**config.mk**
```make
export PLATFORM = sky130hd
export DESIGN_NAME = bpq_top
export DESIGN_NICKNAME = d
export VERILOG_FILES = /design/src/hdl/bpq_pkg.sv /design/src/hdl/bpq_top.sv /design/src/hdl/bpq_addr_cmp.sv /design/src/hdl/bpq_data_cmp.sv
export SDC_FILE = /design/constraint.sdc
export NUM_CORES = 1
export LEC_CHECK = 0
export BUFFER_PORTS_ARGS = -buffer_cell sky130_fd_sc_hd__buf_2
export CAP_MARGIN = 40
export CORE_ASPECT_RATIO = 1.2
export CORE_MARGIN = 4
export CORE_UTILIZATION = 25
export DETAILED_ROUTE_END_ITERATION = 8
export PLACE_DENSITY = 0.49
export SLEW_MARGIN = 10
export SYNTH_ARGS = -nofsm -noshare
export SYNTH_HDL_FRONTEND = slang
export SYNTH_SLANG_ARGS = --single-unit
```
**constraint.sdc**
```tcl
create_clock -name i_mclk -period 2 [get_ports i_mclk]
set_input_delay 0.2 -clock i_mclk [delete_from_list [all_inputs] [get_ports i_mclk]]
set_output_delay 0.2 -clock i_mclk [all_outputs]
set_load 0.01 [all_outputs]
```
**src/hdl/bpq_pkg.sv**
```systemverilog
/*
 Constants for the breakpoint compare qualifier: register map, field positions,
 reset values and bus response codes.
 Assumes a 32-bit AXI4-Lite register bus and a 16-bit CPU address and data bus.
*/
package bpq_pkg;
	// Register byte offsets
	localparam logic [7:0] QUAL_OFS = 8'h00;
	localparam logic [7:0] MODE_OFS = 8'h04;
	localparam logic [7:0] CMPA_OFS = 8'h08;
	localparam logic [7:0] CMPB_OFS = 8'h0C;
	localparam logic [7:0] STAT_OFS = 8'h10;
	// Qualify control fields
	localparam int MASK_A_POS = 6;
	localparam int MASK_B_POS = 4;
	localparam int DIR_A_EN_POS = 3;
	localparam int DIR_A_VAL_POS = 2;
	localparam int DIR_B_EN_POS = 1;
	localparam int DIR_B_VAL_POS = 0;
	// Mode control fields
	localparam int BK_EN_POS = 1;
	localparam int FULL_POS = 0;
	// Comparator register fields
	localparam int EXT_POS = 16;
	localparam int HIGH_POS = 8;
	localparam int LOW_POS = 0;
	// Values after reset
	localparam logic [7:0] QUAL_RST = 8'h00;
	localparam logic [1:0] MODE_RST = 2'h0;
	localparam logic [21:0] CMP_RST = 22'h000000;
	// Bus responses
	localparam logic [1:0] RESP_OKAY = 2'h0;
	localparam logic [1:0] RESP_SLVERR = 2'h2;
endpackage

```
**src/hdl/bpq_top.sv**
```systemverilog
/*
 Breakpoint compare qualifier: AXI4-Lite registers, mode forcing and the two
 comparators with registered match outputs.
 Assumes CPU cycle signals come from logic on i_mclk and a master that keeps
 at most one write and one read under way.
*/
`timescale 1ns/1ps
`default_nettype none
module bpq_top (
	// Clock and reset
	input wire logic i_mclk,
	input wire logic i_rst,
	// AXI4-Lite write channels
	input wire logic i_awvalid,
	output logic o_awready,
	input wire logic [7:0] i_awaddr,
	input wire logic i_wvalid,
	output logic o_wready,
	input wire logic [31:0] i_wdata,
	input wire logic [3:0] i_wstrb,
	output logic o_bvalid,
	input wire logic i_bready,
	output logic [1:0] o_bresp,
	// AXI4-Lite read channels
	input wire logic i_arvalid,
	output logic o_arready,
	input wire logic [7:0] i_araddr,
	output logic o_rvalid,
	input wire logic i_rready,
	output logic [31:0] o_rdata,
	output logic [1:0] o_rresp,
	// CPU cycle
	input wire logic i_cpu_valid,
	input wire logic [15:0] i_cpu_addr,
	input wire logic [15:0] i_cpu_data,
	input wire logic [5:0] i_program_page_index,
	input wire logic i_page_sel,
	input wire logic i_cpu_rw,
	// Results
	output logic o_match_a,
	output logic o_match_b,
	output logic o_breakpoint_mode
);
	typedef struct packed {
		logic [7:0] qual;
		logic [1:0] mode;
		logic [21:0] cmpa;
		logic [21:0] cmpb;
		logic aw_got;
		logic [7:0] awaddr;
		logic w_got;
		logic [23:0] wdata;
		logic [2:0] wstrb;
		logic bvalid;
		logic [1:0] bresp;
		logic rvalid;
		logic [31:0] rdata;
		logic [1:0] rresp;
		logic match_a;
		logic match_b;
	} bpq_state_type;

	bpq_state_type s_q, s_d;
	logic bk_en, full, a_hit, b_hit, d_hit, dir_b_en;
	logic [1:0] mask_a, mask_b;

	assign bk_en = s_q.mode[bpq_pkg::BK_EN_POS];
	assign full = s_q.mode[bpq_pkg::FULL_POS];
	assign mask_a = bk_en ? s_q.qual[bpq_pkg::MASK_A_POS +: 2] : 2'h0;
	assign mask_b = s_q.qual[bpq_pkg::MASK_B_POS +: 2];
	assign dir_b_en = !full && s_q.qual[bpq_pkg::DIR_B_EN_POS];

	// Comparator A address match
	// Masked address compare A
	bpq_addr_cmp u_cmp_a (
		.i_mask(mask_a),
		.i_ext(s_q.cmpa[bpq_pkg::EXT_POS +: 6]),
		.i_high(s_q.cmpa[bpq_pkg::HIGH_POS +: 8]),
		.i_low(s_q.cmpa[bpq_pkg::LOW_POS +: 8]),
		.i_dir_en(s_q.qual[bpq_pkg::DIR_A_EN_POS]),
		.i_dir_val(s_q.qual[bpq_pkg::DIR_A_VAL_POS]),
		.i_valid(i_cpu_valid),
		.i_addr(i_cpu_addr),
		.i_page(i_program_page_index),
		.i_page_sel(i_page_sel),
		.i_rw(i_cpu_rw),
		.o_match(a_hit)
	);

	// Comparator B address match
	// Masked address compare B
	bpq_addr_cmp u_cmp_b (
		.i_mask(mask_b),
		.i_ext(s_q.cmpb[bpq_pkg::EXT_POS +: 6]),
		.i_high(s_q.cmpb[bpq_pkg::HIGH_POS +: 8]),
		.i_low(s_q.cmpb[bpq_pkg::LOW_POS +: 8]),
		.i_dir_en(dir_b_en),
		.i_dir_val(s_q.qual[bpq_pkg::DIR_B_VAL_POS]),
		.i_valid(i_cpu_valid),
		.i_addr(i_cpu_addr),
		.i_page(i_program_page_index),
		.i_page_sel(i_page_sel),
		.i_rw(i_cpu_rw),
		.o_match(b_hit)
	);

	// Comparator B as data match
	// Data bytes in full mode
	bpq_data_cmp u_cmp_d (
		.i_mask(mask_b),
		.i_high(s_q.cmpb[bpq_pkg::HIGH_POS +: 8]),
		.i_low(s_q.cmpb[bpq_pkg::LOW_POS +: 8]),
		.i_valid(i_cpu_valid),
		.i_data(i_cpu_data),
		.o_match(d_hit)
	);

	// Next state: bus slave, registers, matches
	always_comb begin
		logic [7:0] wa;
		logic [23:0] m;
		wa = s_q.awaddr;
		m = {{8{s_q.wstrb[2]}}, {8{s_q.wstrb[1]}}, {8{s_q.wstrb[0]}}};
		s_d = s_q;
		if (i_awvalid && !s_q.aw_got) begin
			s_d.aw_got = 1'b1;
			s_d.awaddr = i_awaddr;
		end
		if (i_wvalid && !s_q.w_got) begin
			s_d.w_got = 1'b1;
			s_d.wdata = i_wdata[23:0];
			s_d.wstrb = i_wstrb[2:0];
		end
		if (s_q.bvalid && i_bready) begin
			s_d.bvalid = 1'b0;
		end
		// Write once both halves are held
		if (s_q.aw_got && s_q.w_got && !s_q.bvalid) begin
			s_d.aw_got = 1'b0;
			s_d.w_got = 1'b0;
			s_d.bvalid = 1'b1;
			s_d.bresp = bpq_pkg::RESP_OKAY;
			unique case (wa)
				bpq_pkg::QUAL_OFS: begin
					if (s_q.wstrb[0]) begin
						s_d.qual = s_q.wdata[7:0];
					end
				end
				bpq_pkg::MODE_OFS: begin
					if (s_q.wstrb[0]) begin
						s_d.mode = s_q.wdata[1:0];
					end
				end
				bpq_pkg::CMPA_OFS: s_d.cmpa = (s_q.cmpa & ~m[21:0]) | (s_q.wdata[21:0] & m[21:0]);
				bpq_pkg::CMPB_OFS: s_d.cmpb = (s_q.cmpb & ~m[21:0]) | (s_q.wdata[21:0] & m[21:0]);
				bpq_pkg::STAT_OFS: s_d.bresp = bpq_pkg::RESP_OKAY;
				default: s_d.bresp = bpq_pkg::RESP_SLVERR;
			endcase
		end
		if (s_q.rvalid && i_rready) begin
			s_d.rvalid = 1'b0;
		end
		// Read answered one cycle after address
		if (i_arvalid && !s_q.rvalid) begin
			s_d.rvalid = 1'b1;
			s_d.rresp = bpq_pkg::RESP_OKAY;
			unique case (i_araddr)
				bpq_pkg::QUAL_OFS: s_d.rdata = {24'h000000, s_q.qual};
				bpq_pkg::MODE_OFS: s_d.rdata = {30'h00000000, s_q.mode};
				bpq_pkg::CMPA_OFS: s_d.rdata = {10'h000, s_q.cmpa};
				bpq_pkg::CMPB_OFS: s_d.rdata = {10'h000, s_q.cmpb};
				bpq_pkg::STAT_OFS: s_d.rdata = {29'h00000000, bk_en, s_q.match_b, s_q.match_a};
				default: begin
					s_d.rdata = 32'h00000000;
					s_d.rresp = bpq_pkg::RESP_SLVERR;
				end
			endcase
		end
		// Full mode joins address A and data
		s_d.match_a = a_hit && (!full || d_hit);
		// B match in dual mode only
		s_d.match_b = !full && b_hit;
		if (i_rst) begin
			s_d = '0;
			s_d.qual = bpq_pkg::QUAL_RST;
			s_d.mode = bpq_pkg::MODE_RST;
			s_d.cmpa = bpq_pkg::CMP_RST;
			s_d.cmpb = bpq_pkg::CMP_RST;
		end
	end

	// State register
	always_ff @(posedge i_mclk) begin
		s_q <= s_d;
	end

	// Bus handshakes and outputs
	assign o_awready = !s_q.aw_got;
	assign o_wready = !s_q.w_got;
	assign o_bvalid = s_q.bvalid;
	assign o_bresp = s_q.bresp;
	assign o_arready = !s_q.rvalid;
	assign o_rvalid = s_q.rvalid;
	assign o_rdata = s_q.rdata;
	assign o_rresp = s_q.rresp;
	assign o_match_a = s_q.match_a;
	assign o_match_b = s_q.match_b;
	assign o_breakpoint_mode = bk_en;
endmodule // bpq_top
`default_nettype wire

```
**src/hdl/bpq_addr_cmp.sv**
```systemverilog
/*
 One address comparator with byte masking, program page extension and
 read/write qualification. Purely combinational.
 Assumes the caller has already applied mode forcing to the mask and enable.
*/
`timescale 1ns/1ps
`default_nettype none
module bpq_addr_cmp (
	// Compare setup
	input wire logic [1:0] i_mask,
	input wire logic [5:0] i_ext,
	input wire logic [7:0] i_high,
	input wire logic [7:0] i_low,
	input wire logic i_dir_en,
	input wire logic i_dir_val,
	// CPU cycle
	input wire logic i_valid,
	input wire logic [15:0] i_addr,
	input wire logic [5:0] i_page,
	input wire logic i_page_sel,
	input wire logic i_rw,
	// Result
	output logic o_match
);
	logic cmp_low, cmp_high, page_only, ext_ok, high_ok, low_ok, dir_ok;
	assign cmp_low = !i_mask[0];
	assign cmp_high = !(i_mask[1] && i_mask[0]);
	assign page_only = i_mask[1] && i_mask[0];
	assign ext_ok = !i_page_sel || (i_ext == i_page);
	assign high_ok = !cmp_high || (i_page_sel ? (i_high[5:0] == i_addr[13:8]) : (i_high == i_addr[15:8]));
	assign low_ok = !cmp_low || (i_low == i_addr[7:0]);
	assign dir_ok = !i_dir_en || (i_rw == i_dir_val);
	// Final address hit
	assign o_match = i_valid && ext_ok && high_ok && low_ok && dir_ok && (!page_only || i_page_sel);
endmodule // bpq_addr_cmp
`default_nettype wire

```
**src/hdl/bpq_data_cmp.sv**
```systemverilog
/*
 Data comparator used in full mode, with per-byte masking.
 Assumes the data bus is valid whenever the cycle valid is high.
*/
`timescale 1ns/1ps
`default_nettype none
module bpq_data_cmp (
	// Compare setup
	input wire logic [1:0] i_mask,
	input wire logic [7:0] i_high,
	input wire logic [7:0] i_low,
	// CPU cycle
	input wire logic i_valid,
	input wire logic [15:0] i_data,
	// Result
	output logic o_match
);
	assign o_match = i_valid && (i_mask[1] || (i_data[15:8] == i_high)) && (i_mask[0] || (i_data[7:0] == i_low));
endmodule // bpq_data_cmp
`default_nettype wire

```
Word-level counts from Yosys, hierarchy flattened:

Cells that the tools add are included.
W data, S select, Z words.

* muxes and demuxes: 10
* $lt $le $gt $ge: 0
* shift-type cells: 0
* div/mod/pow operators: 0
* add/sub/neg operators: 0
* reductions and logical operators: 58
* multipliers: 0
* equal/unequal tests: 20
* bitwise logic cells: 6

Operators by type and width (count)
* $pmux W22 S5: 1
* $and A22 B22 Y22: 3
* $eq A8 B8 Y1: 6
* $or A22 B22 Y22: 2
* $mux W35: 1
* $eq A8 B4 Y1 const B: 4
* $eq A6 B6 Y1: 4
* $logic_and A1 B1 Y1: 24
* $not A22 Y22: 1
* $eq A8 B3 Y1 const B: 2
* $eq A8 B5 Y1 const B: 2
* $logic_not A8 Y1: 2
* $logic_or A1 B1 Y1: 13
* $logic_not A1 Y1: 10
* $reduce_or A5 Y1: 2
* $mux W2: 3
* $reduce_and A3 Y1: 2
* $mux W1: 4
* $reduce_and A2 Y1: 2
* $reduce_bool A2 Y1: 2
* $mux W3: 1
* $eq A1 B1 Y1: 2
* $reduce_or A2 Y1: 1

* memories: 0
* flip-flop bits (word level): 129
* memory bits (read-only): 0
* word-level logic and storage cells: 110
* output and inout port bits: 44
* latch bits: 0
* input port bits: 100
* RAM bits: 0

Depth between registers and ports, before layout:

Gate-level depths: netlist of run 1.

* depth in word-level cells: 8
* mapped depth: 7

Cells and area by module:

A second synthesis of run 1 with hierarchy kept.

* cells, all modules: 661
* area, all modules: 6130.9 um^2

By module, submodules not included
* bpq_top: times used 1, cells each 566, area each 5372.7 um^2
* bpq_addr_cmp: times used 2, cells each 36, area each 285.3 um^2
* bpq_data_cmp: times used 1, cells each 23, area each 187.7 um^2

Worst setup path before layout of run 1:

Ideal clock, no wire load.

* path kind: input -> register
* start: input i_araddr[5]
* end: register s_q (netlist bit o_rdata[12])
* required time: 1.931 ns
* cell stages on the path: 6
* path buffers: 1
* slack: 0.154 ns
* arrival: 1.777 ns
* library setup time: 0.069 ns
* cells stage by stage: or4_4 or3_4 nor3b_4 buf_6 a22oi_1 o21ai_1

* longest elaborated chain between the ends: 2
* elaborated cells between the ends (all ways): 6

Ends and longest elaborated chain
* start: declaration: RTL line bpq_top.sv:27 `input wire logic [7:0] i_araddr,`
* $eq A8 B5 Y1, or another cell as far along: RTL line bpq_top.sv:167 `unique case (i_araddr)`
* $pmux W22 S5 (*): RTL line bpq_top.sv:167
* end signal: assignment: RTL line bpq_top.sv:194 `s_q <= s_d;`
* end: declaration: RTL line bpq_top.sv:63 `bpq_state_type s_q, s_d;`

Every way passes the cells marked *; elsewhere a longest branch is shown, timed or not.
A chain may end at the register's enable or synchronous reset.

==> results of run 1 <==
==> path summary, 6_finish.rpt <==
| kind | depth (start not counted) | endpoint | slack [ns] |
|---|---|---|---|
| max | 7 | flip-flop | 0.22 |
| min | 3 | s_q[68]$_SDFFE_PP0P_ | 0.02 |
| max reg2reg | 7 | flip-flop | 0.22 |
| min reg2reg | 2 | o_rdata[10]$_SDFFE_PP0P_ | 0.45 |
==> kinds of logic (layout without fill, tap and decap cells) <==
logic type / Yosys count / after routing / synth area share
other: 1 / 12 / 0.000684
flip-flops: 117 / 117 / 0.427
AND/OR/NAND/NOR: 194 / 194 / 0.169
multiplexers: 72 / 72 / 0.132
buffers and inverters: 68 / 186 / 0.0730
XOR/XNOR: 62 / 62 / 0.0990
AO/OA/AOI/OAI: 88 / 88 / 0.0993
==> what timing repair did <==
| action | CTS | global route |
|---|---|---|
| setup endpoints to repair | 0 | 2 |
| hold buffers | 2 | 0 |
| resized for setup | 0 | 1 |
| endpoints found under the hold margin | 2 | 0 |
==> routing by layer <==
| metal | wire [um] | vias up |
|---|---|---|
| met2 | 7790 | 112 |
| met4 | 304 | 4 |
| met5 | 22 | - |
| li1 | - | 2263 |
| met3 | 891 | 22 |
| met1 | 7150 | 2064 |
==> worst min-delay path, stage by stage <==
cell and delay (ns):
buf_2 0.07, mux2i_1 0.05, nor2_1 0.07
==> power groups by stage <==
| stage | clock [mW] | combinational, mW | sequential [mW] |
|---|---|---|---|
| 3_3_place_gp | 0 | 0.445 | 2.48 |
| 6_report | 3.18 | 0.441 | 2.43 |
| 2_1_floorplan | 0 | 0.258 | 2.47 |
| 5_1_grt | 3.38 | 0.494 | 2.44 |
| 3_5_place_dp | 0 | 0.445 | 2.48 |
| 4_1_cts | 3.26 | 0.450 | 2.43 |
==> layout by cell type, fill, tap and decap left out, types with 5 or more instances in the layout <==
cell / instances
clkbuf_16: 17
o21ai_1: 17
a22oi_1: 15
buf_4: 25
nand2_1: 68
xor2_1: 46
nor2_1: 75
a21oi_1: 34
dfxtp_1: 117
nor4_1: 11
inv_1: 5
buf_2: 120
nand3_1: 7
xnor2_1: 16
mux2i_1: 70
a221o_1: 5
conb_1: 12
==> per-stage QoR <==
stage               area (um^2)  utilization
floorplan                  5520            -
global placement           6340        0.293
detailed placement         6340        0.293
CTS                        6970        0.322
global route               6980        0.323
finish                     6980        0.323
==> cell type report <==
class,count,area [um^2],share of cell area
clock inverter,9,153,0.0219
sequential,117,2340,0.336
timing repair buffer,150,868,0.124
inverter,6,22.5,0.00323
tap,274,343,0.0491
multi-input combinational,428,2790,0.400
clock buffer,21,460,0.0660
==> flow_metrics.env, run 1 <==
export IMPL_outcome="complete, no violations"
export IMPL_syn_area_per_cell_um2=9.11
export IMPL_internal_power_mw=4.71
export IMPL_routed_via_density=4.44
export IMPL_ys_types=49
export IMPL_instances_no_fill=1005
export IMPL_cp_required_ns=2.29
export IMPL_die_h_um=170
export IMPL_hold_path_class="input port to flip-flop"
export IMPL_grt_usage=0.134
export IMPL_core_area_um2=21600
export IMPL_share_seq_of_total_power=0.402
export IMPL_clockPowerShare=0.526
export IMPL_grt_max_degree=44
export IMPL_met1_usage=0.166
export IMPL_comb_power_share=0.073
export IMPL_first_pass_iters=4
export IMPL_hp_start="i_awaddr[0]"
export IMPL_critical_path_arrival_ns=2.07
export IMPL_cts_max_level=4
export IMPL_cts_buffers=17
export IMPL_finalSetupViolCount=0
export IMPL_switchingPower_mw=1.35
export IMPL_clockBufferDepth=2
export IMPL_via_count=4465
export IMPL_cts_num_sinks=117
export IMPL_start_util=0.253
export IMPL_async_reset_ff_frac=0
export IMPL_skew_ns=0.0116
export IMPL_max_freq_ghz=0.561
export IMPL_path_class="flip-flop to flip-flop"
export IMPL_postCtsSetupBuffers=0
export IMPL_grtUsageMet3=0.0402
export IMPL_ys_top_cells_by_area="dfxtp_1 43%, mux2i_1 13%, xor2_1 7.3%, nor2_1 5.1%, buf_4 4.9%"
export IMPL_grt_overflow_total=0
export IMPL_antenna_found_initial=2
export IMPL_path_buf_inv=2
export IMPL_fillers=2305
export IMPL_clkLatencyLatePin_ns=0.41
export IMPL_total_power_mw=6.06
export IMPL_wl_per_cell_um=16.1
export IMPL_antenna_cells=0
export IMPL_path_cells="nor3_1 -> buf_4 -> nand3b_1 -> nor3_2 -> buf_12 -> mux2i_1 -> nor2_1"
export IMPL_fin_hold_ws_ns=0.0236
export IMPL_critPathSlowestCell="dfxtp_1"
export IMPL_drc=0
export IMPL_place_congestion=0.766
export IMPL_syn_inst=602
export IMPL_synth_common_cells="117 x dfxtp_1, 75 x nor2_1, 70 x mux2i_1"
export IMPL_yosysMostFrequentCell="dfxtp_1"
export IMPL_busiest_layer="met2"
export IMPL_grt_pass1_vias=4449
export IMPL_dp_hpwl_um=12300
export IMPL_routed_wl_um=16200
export IMPL_fin_nets=820
export IMPL_drive_gt1_frac=0.260
export IMPL_rows=59
export IMPL_synth_largest_area_cell="dfxtp_1"
export IMPL_power_density_nw_per_um2=868
export IMPL_fin_ws_ns=0.219
export IMPL_leakagePower_nw=3.07
export IMPL_worstPathMaxFanout=8
export IMPL_port_buffers=120
export IMPL_timing_setup_tns_ns=0
export IMPL_clk_pin_slew_worst_paths_ns=0.06
export IMPL_grt_setup_unrepaired="false"
export IMPL_synth_edf_count=0
export IMPL_synth_ff_type="dfxtp_1"
export IMPL_drtIter0Drc=166
export IMPL_cp_startpoint="s_q[73]$_SDFFE_PP0P_"
export IMPL_swShare=0.223
export IMPL_ctsRootBufferMaster="clkbuf_16"
export IMPL_grt_pass1_wl_um=25000
export IMPL_syn_area_um2=5480
export IMPL_ys_seq_elements=117
export IMPL_yosys_area_top_type_share=0.427
export IMPL_pre_cts_slack_ns=-0.0164
export IMPL_use_met2=0.221
export IMPL_yosysSeqAreaShare=0.427
export IMPL_die_area_um2=24400
export IMPL_yosysWarningCount=0
export IMPL_syn_to_final_growth_pct=27.3
export IMPL_ios=144
export IMPL_max_stage_delay_ns=0.31
export IMPL_ir_drop_mv=0.567
export IMPL_critPathTopFamily="simple AND/OR/NAND/NOR gates"
export IMPL_cts_tree="built"
export IMPL_timing_final_crit_share=0.890
export IMPL_r2r_start="s_q[73]$_SDFFE_PP0P_"
export IMPL_cap_violations=0
export IMPL_drtAntennaViolNets=0
export IMPL_start_kind="flip-flop"
export IMPL_endpoint_kind="flip-flop"
export IMPL_min_period_ns=1.78
export IMPL_timing_final_max_slew_violations=0
export IMPL_hold_viol_final=0
export IMPL_dp_cells=973
export IMPL_die_w_um=143
(Power assumes the default switching activity.)
==> run 2: changes to the inputs <==
--- a/config.mk
+++ b/config.mk
@@ -9,9 +9,10 @@
 export CAP_MARGIN = 40
 export CORE_ASPECT_RATIO = 1.2
 export CORE_MARGIN = 4
-export CORE_UTILIZATION = 25
+export CORE_UTILIZATION = 38
 export DETAILED_ROUTE_END_ITERATION = 8
-export PLACE_DENSITY = 0.49
+export PLACE_DENSITY = 0.66
+export SKIP_CTS_REPAIR_TIMING = 1
 export SLEW_MARGIN = 10
 export SYNTH_ARGS = -nofsm -noshare
 export SYNTH_HDL_FRONTEND = slang
==> run 2 against run 1 <==
  * Critical path depth down 1
  * Worst hold slack got worse by 0.029 ns
  * The flow now finishes with violations (negative hold slack)
  * Register-to-register slack better by 0.02 ns
  * Maximum frequency grew 1.2%
  * Clock skew fell by 0.0017 ns
  * Non-clock buffer count is 8 lower
  * First-iteration DRC count grew 36%
  * Die area decreased by 33%
  * Core utilization is 16 points higher
  * Largest power group unchanged
==> flow_metrics.env, run 2 (synthesized netlist as in run 1, its figures left out) <==
export IMPL_path_buf_inv=1
export IMPL_hold_path_class="input port to flip-flop"
export IMPL_dp_hpwl_um=11000
export IMPL_endpoint_kind="flip-flop"
export IMPL_antenna_found_initial=0
export IMPL_path_cells="nor3_2 -> nor3b_1 -> buf_4 -> nand3_1 -> mux2i_1 -> nor2_1"
export IMPL_ios=144
export IMPL_drc=0
export IMPL_drive_gt1_frac=0.257
export IMPL_cts_max_level=4
export IMPL_core_area_um2=14000
export IMPL_port_buffers=120
export IMPL_antenna_cells=0
export IMPL_skew_ns=0.00999
export IMPL_ff2ff_path_depth=6
export IMPL_drtAntennaViolNets=0
export IMPL_critical_path_arrival_ns=2.04
export IMPL_timing_final_max_slew_violations=0
export IMPL_routed_wl_um=14700
export IMPL_ctsRootBufferMaster="clkbuf_16"
export IMPL_cap_violations=0
export IMPL_cp_required_ns=2.28
export IMPL_syn_to_final_growth_pct=23.9
export IMPL_worstPathMaxFanout=6
export IMPL_path_class="flip-flop to flip-flop"
export IMPL_worst_slew_pin_slew_ns=0.518
export IMPL_stdcell_area_um2=6800
export IMPL_clkLatencyLatePin_ns=0.41
export IMPL_min_period_ns=1.76
export IMPL_via_count=4569
export IMPL_die_w_um=118
export IMPL_grt_pass1_vias=4637
export IMPL_die_h_um=140
export IMPL_grt_overflow_total=0
export IMPL_power_density_nw_per_um2=908
export IMPL_finalSetupViolCount=0
export IMPL_ir_drop_mv=0.487
export IMPL_max_freq_ghz=0.568
export IMPL_wl_per_cell_um=16.4
export IMPL_critPathSlowestCell="nand3_1"
export IMPL_mostFrequentLayoutCells="120 x buf_2, 117 x dfxtp_1, 75 x nor2_1"
export IMPL_holdPathEnd="s_q[76]$_SDFFE_PP0P_"
export IMPL_crit_cells=6
export IMPL_routed_via_density=5.10
export IMPL_final_common_cell="buf_2"
export IMPL_start_util=0.392
export IMPL_start_kind="flip-flop"
export IMPL_hp_start="i_awvalid"
export IMPL_grt_usage=0.178
export IMPL_place_area_um2=6140
export IMPL_failed_checks="negative hold slack"
export IMPL_max_stage_delay_ns=0.33
export IMPL_fin_nets=812
export IMPL_cts_num_sinks=117
export IMPL_first_pass_iters=4
export IMPL_rows=47
export IMPL_place_congestion=0.887
export IMPL_critPathTopFamily="simple AND/OR/NAND/NOR gates"
export IMPL_grt_max_degree=52
export IMPL_holdPathStages=2
export IMPL_relSlewSlack=0.655
export IMPL_regToRegSetupSlack_ns=0.24
export IMPL_outcome="finished, violations left"
export IMPL_leakagePower_nw=3.06
export IMPL_timing_final_crit_share=0.880
export IMPL_grt_setup_unrepaired="false"
export IMPL_clockBufferDepth=2
export IMPL_cts_buffers=17
export IMPL_drtIter0Drc=226
export IMPL_cts_tree="built"
export IMPL_hold_viol_final=1
export IMPL_grt_pass1_wl_um=23600
export IMPL_die_area_um2=16400
export IMPL_clk_pin_slew_worst_paths_ns=0.06
export IMPL_r2r_start="s_q[73]$_SDFFE_PP0P_"
export IMPL_fin_hold_ws_ns=-0.00528
-- run 2: cell types whose count changed in the layout (fill, tap and decap cells not counted), moves of 2 or more --
cell,previous run,this run
buf_4,25,21
dlygate4sd3_1,2,0
buf_12,3,1
clkinvlp_4,3,0
clkinv_2,2,5
-- run 2: layout make-up --
cell class / count / area, um^2
Multi-Input combinational cell: 428 / 2790
Tap cell: 171 / 214
Clock inverter: 10 / 175
Inverter: 6 / 22.5
Sequential cell: 117 / 2340
Clock buffer: 22 / 474
Timing Repair Buffer: 142 / 778
Fill cell: 1350 / 7200
-- run 2: report_power, final --
part           internal [mW]  switching (mW)  total (mW)
registers               2.39          0.0451        2.43
clock network           2.30            1.02        3.32
logic                  0.182           0.240       0.422
-- run 2: how the worst max path moves through the flow --
stage	to	from	slack [ns]
global placement	o_rdata[15]$_SDFFE_PP0P_	i_araddr[5]	0.005
detailed placement	o_rdata[19]$_SDFFE_PP0P_	i_araddr[5]	-0.04
floorplan	o_rdata[12]$_SDFFE_PP0P_	i_araddr[5]	0.15
CTS	flip-flop	s_q[73]$_SDFFE_PP0P_	0.11
finish	flip-flop	s_q[73]$_SDFFE_PP0P_	0.24
global route	full$_SDFFE_PP0P_	s_q[67]$_SDFFE_PP0P_	0.03
-- run 2: through the flow --
| stage | utilization | cells | power [mW] | setup WS (ns) | TNS (ns) |
|---|---|---|---|---|---|
| 2_1_floorplan | - | 613 | 2.72 | 0.154 | 0 |
| 3_5_place_dp | 0.439 | 864 | 2.90 | -0.0438 | -0.201 |
| 3_3_place_gp | 0.439 | 864 | 2.89 | 0.00500 | 0 |
| 5_1_grt | 0.486 | 896 | 6.38 | 0.0337 | 0 |
| 6_report | 0.486 | 896 | 6.17 | 0.240 | 0 |
| 4_1_cts | 0.485 | 896 | 6.22 | 0.108 | 0 |
-- run 2: routing by layer --
metal,up-vias,share of wire,GRT usage
met2,131,0.50,0.307
met1,2162,0.43,0.209
met3,30,0.048,0.0459
li1,2246,-,-
met5,-,0,0
met4,0,0.028,0.0784
==> run 3: changes to the inputs <==
--- a/config.mk
+++ b/config.mk
@@ -11,6 +11,7 @@
 export CORE_MARGIN = 4
 export CORE_UTILIZATION = 38
 export DETAILED_ROUTE_END_ITERATION = 8
+export MAX_ROUTING_LAYER = met4
 export PLACE_DENSITY = 0.66
 export SKIP_CTS_REPAIR_TIMING = 1
 export SLEW_MARGIN = 10
==> run 3 against run 2 <==
  * The run now ends clean
  * Sequential power about the same
  * Combinational power hardly changed
  * Largest cell class unchanged
  * Count of clock-buffer cells in the layout unchanged
  * Worst hold slack improved by 0.015 ns
  * Die area stayed put
  * Flip-flop and latch count unchanged
  * Via count decreased by 1.2%
  * Cell area down 0.28%
  * Core utilization fell by 0.13 points
  * Cell count decreased by 0.11%
  * Routed wire length fell by 0.35%
  * Critical path depth did not move
==> flow_metrics.env, run 3 (synthesized netlist as in run 1, its figures left out) <==
export IMPL_dp_hpwl_um=10900
export IMPL_grt_pass1_wl_um=24000
export IMPL_grt_setup_unrepaired="false"
export IMPL_syn_to_final_growth_pct=23.6
export IMPL_r2r_start="s_q[67]$_SDFFE_PP0P_"
export IMPL_start_util=0.392
export IMPL_hold_path_class="input port to flip-flop"
export IMPL_grt_overflow_total=0
export IMPL_grt_usage=0.185
export IMPL_ir_drop_mv=0.431
export IMPL_outcome="complete, no violations"
export IMPL_via_count=4512
export IMPL_leakagePower_nw=3.04
export IMPL_met2_length_um=7230
export IMPL_r2r_end="o_breakpoint_mode$_SDFFE_PP0P_"
export IMPL_fillers=1309
export IMPL_internal_power_mw=4.74
export IMPL_power_density_nw_per_um2=889
export IMPL_grt_max_degree=61
export IMPL_fin_nets=812
export IMPL_die_h_um=140
export IMPL_antenna_cells=0
export IMPL_holdPathStages=2
export IMPL_first_pass_iters=6
export IMPL_die_w_um=118
export IMPL_critical_path_arrival_ns=2.02
export IMPL_comb_power_share=0.070
export IMPL_worstPathMaxFanout=5
export IMPL_holdPathEnd="s_q[76]$_SDFFE_PP0P_"
export IMPL_clk_pin_slew_worst_paths_ns=0.05
export IMPL_hold_viol_final=0
export IMPL_antenna_found_initial=0
export IMPL_cts_buffers=17
export IMPL_place_congestion=0.892
export IMPL_relSlewSlack=0.596
export IMPL_mostFrequentLayoutCells="120 x buf_2, 117 x dfxtp_1, 75 x nor2_1"
export IMPL_drc=0
export IMPL_fin_hold_ws_ns=0.00964
export IMPL_timing_final_crit_share=0.880
export IMPL_wl_met3_um=640
export IMPL_drtIter0Drc=209
export IMPL_drt_met1_wl_um=6400
export IMPL_cap_violations=0
export IMPL_wl_per_cell_um=16.4
export IMPL_port_buffers=120
export IMPL_multi_input_area_um2=2800
export IMPL_finalSetupViolCount=0
export IMPL_routed_via_density=5.04
export IMPL_top_layer_used="met4"
export IMPL_ios=144
export IMPL_die_area_um2=16400
export IMPL_grt_pass1_vias=4736
export IMPL_regToRegSetupSlack_ns=0.24
export IMPL_clkLatencyLatePin_ns=0.40
export IMPL_start_kind="flip-flop"
export IMPL_routed_wl_um=14700
export IMPL_final_common_cell="buf_2"
export IMPL_stdcell_area_um2=6780
export IMPL_ctsRootBufferMaster="clkbuf_16"
export IMPL_switchingPower_mw=1.29
export IMPL_path_class="flip-flop to flip-flop"
export IMPL_drive_gt1_frac=0.257
export IMPL_ff2ff_path_depth=6
export IMPL_cts_max_level=4
export IMPL_cts_num_sinks=117
export IMPL_core_area_um2=14000
export IMPL_cp_required_ns=2.26
export IMPL_pre_cts_slack_ns=-0.0497
export IMPL_timing_final_max_slew_violations=0
export IMPL_drtAntennaViolNets=0
export IMPL_swShare=0.214
export IMPL_clockBufferDepth=2
export IMPL_hp_start="i_awvalid"
export IMPL_skew_ns=0.00803
export IMPL_rows=47
export IMPL_endpoint_kind="flip-flop"
export IMPL_cts_tree="built"
export IMPL_min_period_ns=1.76
export IMPL_seqCellArea_um2=2340
export IMPL_fin_ws_ns=0.240
export IMPL_place_area_um2=6140
export IMPL_share_seq_of_total_power=0.404
export IMPL_clockPowerShare=0.526
export IMPL_max_freq_ghz=0.568
export IMPL_worst_slew_pin_slew_ns=0.606
[run 3: through the flow]
step / utilization / total power [mW] / std cells / setup TNS, ns
floorplan: - / 2.72 / 613 / 0
global placement: 0.439 / 2.89 / 864 / -0.00667
detailed placement: 0.439 / 2.90 / 864 / -0.416
CTS: 0.483 / 6.07 / 895 / 0
global route: 0.484 / 6.23 / 895 / 0
finish: 0.484 / 6.02 / 895 / 0
[run 3: worst max path at each step]
stage | depth (start not counted) | slack (ns) | start | to
global placement | 7 | -0.004 | i_araddr[5] | o_rdata[15]$_SDFFE_PP0P_
finish | 6 | 0.24 | s_q[67]$_SDFFE_PP0P_ | o_breakpoint_mode$_SDFFE_PP0P_
global route | 6 | 0.09 | s_q[67]$_SDFFE_PP0P_ | flip-flop
CTS | 6 | 0.03 | s_q[73]$_SDFFE_PP0P_ | o_breakpoint_mode$_SDFFE_PP0P_
floorplan | 6 | 0.15 | i_araddr[5] | o_rdata[12]$_SDFFE_PP0P_
detailed placement | 7 | -0.05 | i_araddr[5] | o_rdata[17]$_SDFFE_PP0P_
[run 3: layer usage]
metal  track usage  vias to the layer above
li1              -                     2247
met1         0.224                     2098
met2         0.302                      139
met3        0.0422                       28
met4        0.0716                        0
met5             -                        -
[run 3: power groups by stage]
stage          clock (mW)  combinational [mW]  sequential, mW
2_1_floorplan           0               0.258            2.47
3_3_place_gp            0               0.416            2.48
3_5_place_dp            0               0.424            2.48
4_1_cts              3.21               0.426            2.43
5_1_grt              3.33               0.470            2.44
6_report             3.17               0.424            2.43
[run 3: final cells by class]
| type | count | area share |
|---|---|---|
| Clock buffer | 22 | 0.0700 |
| Clock inverter | 9 | 0.0222 |
| Inverter | 6 | 0.00332 |
| Multi-Input combinational cell | 428 | 0.412 |
| Sequential cell | 117 | 0.346 |
| Tap cell | 171 | 0.0316 |
| Timing Repair Buffer | 142 | 0.115 |
[run 3: worst max-delay path, cell delays in order (launching register included)]
cell	delay, ns
dfxtp_1	0.41
nand3b_1	0.13
nor3_1	0.34
nor4b_2	0.33
buf_4	0.18
mux2i_1	0.18
nor2_1	0.05
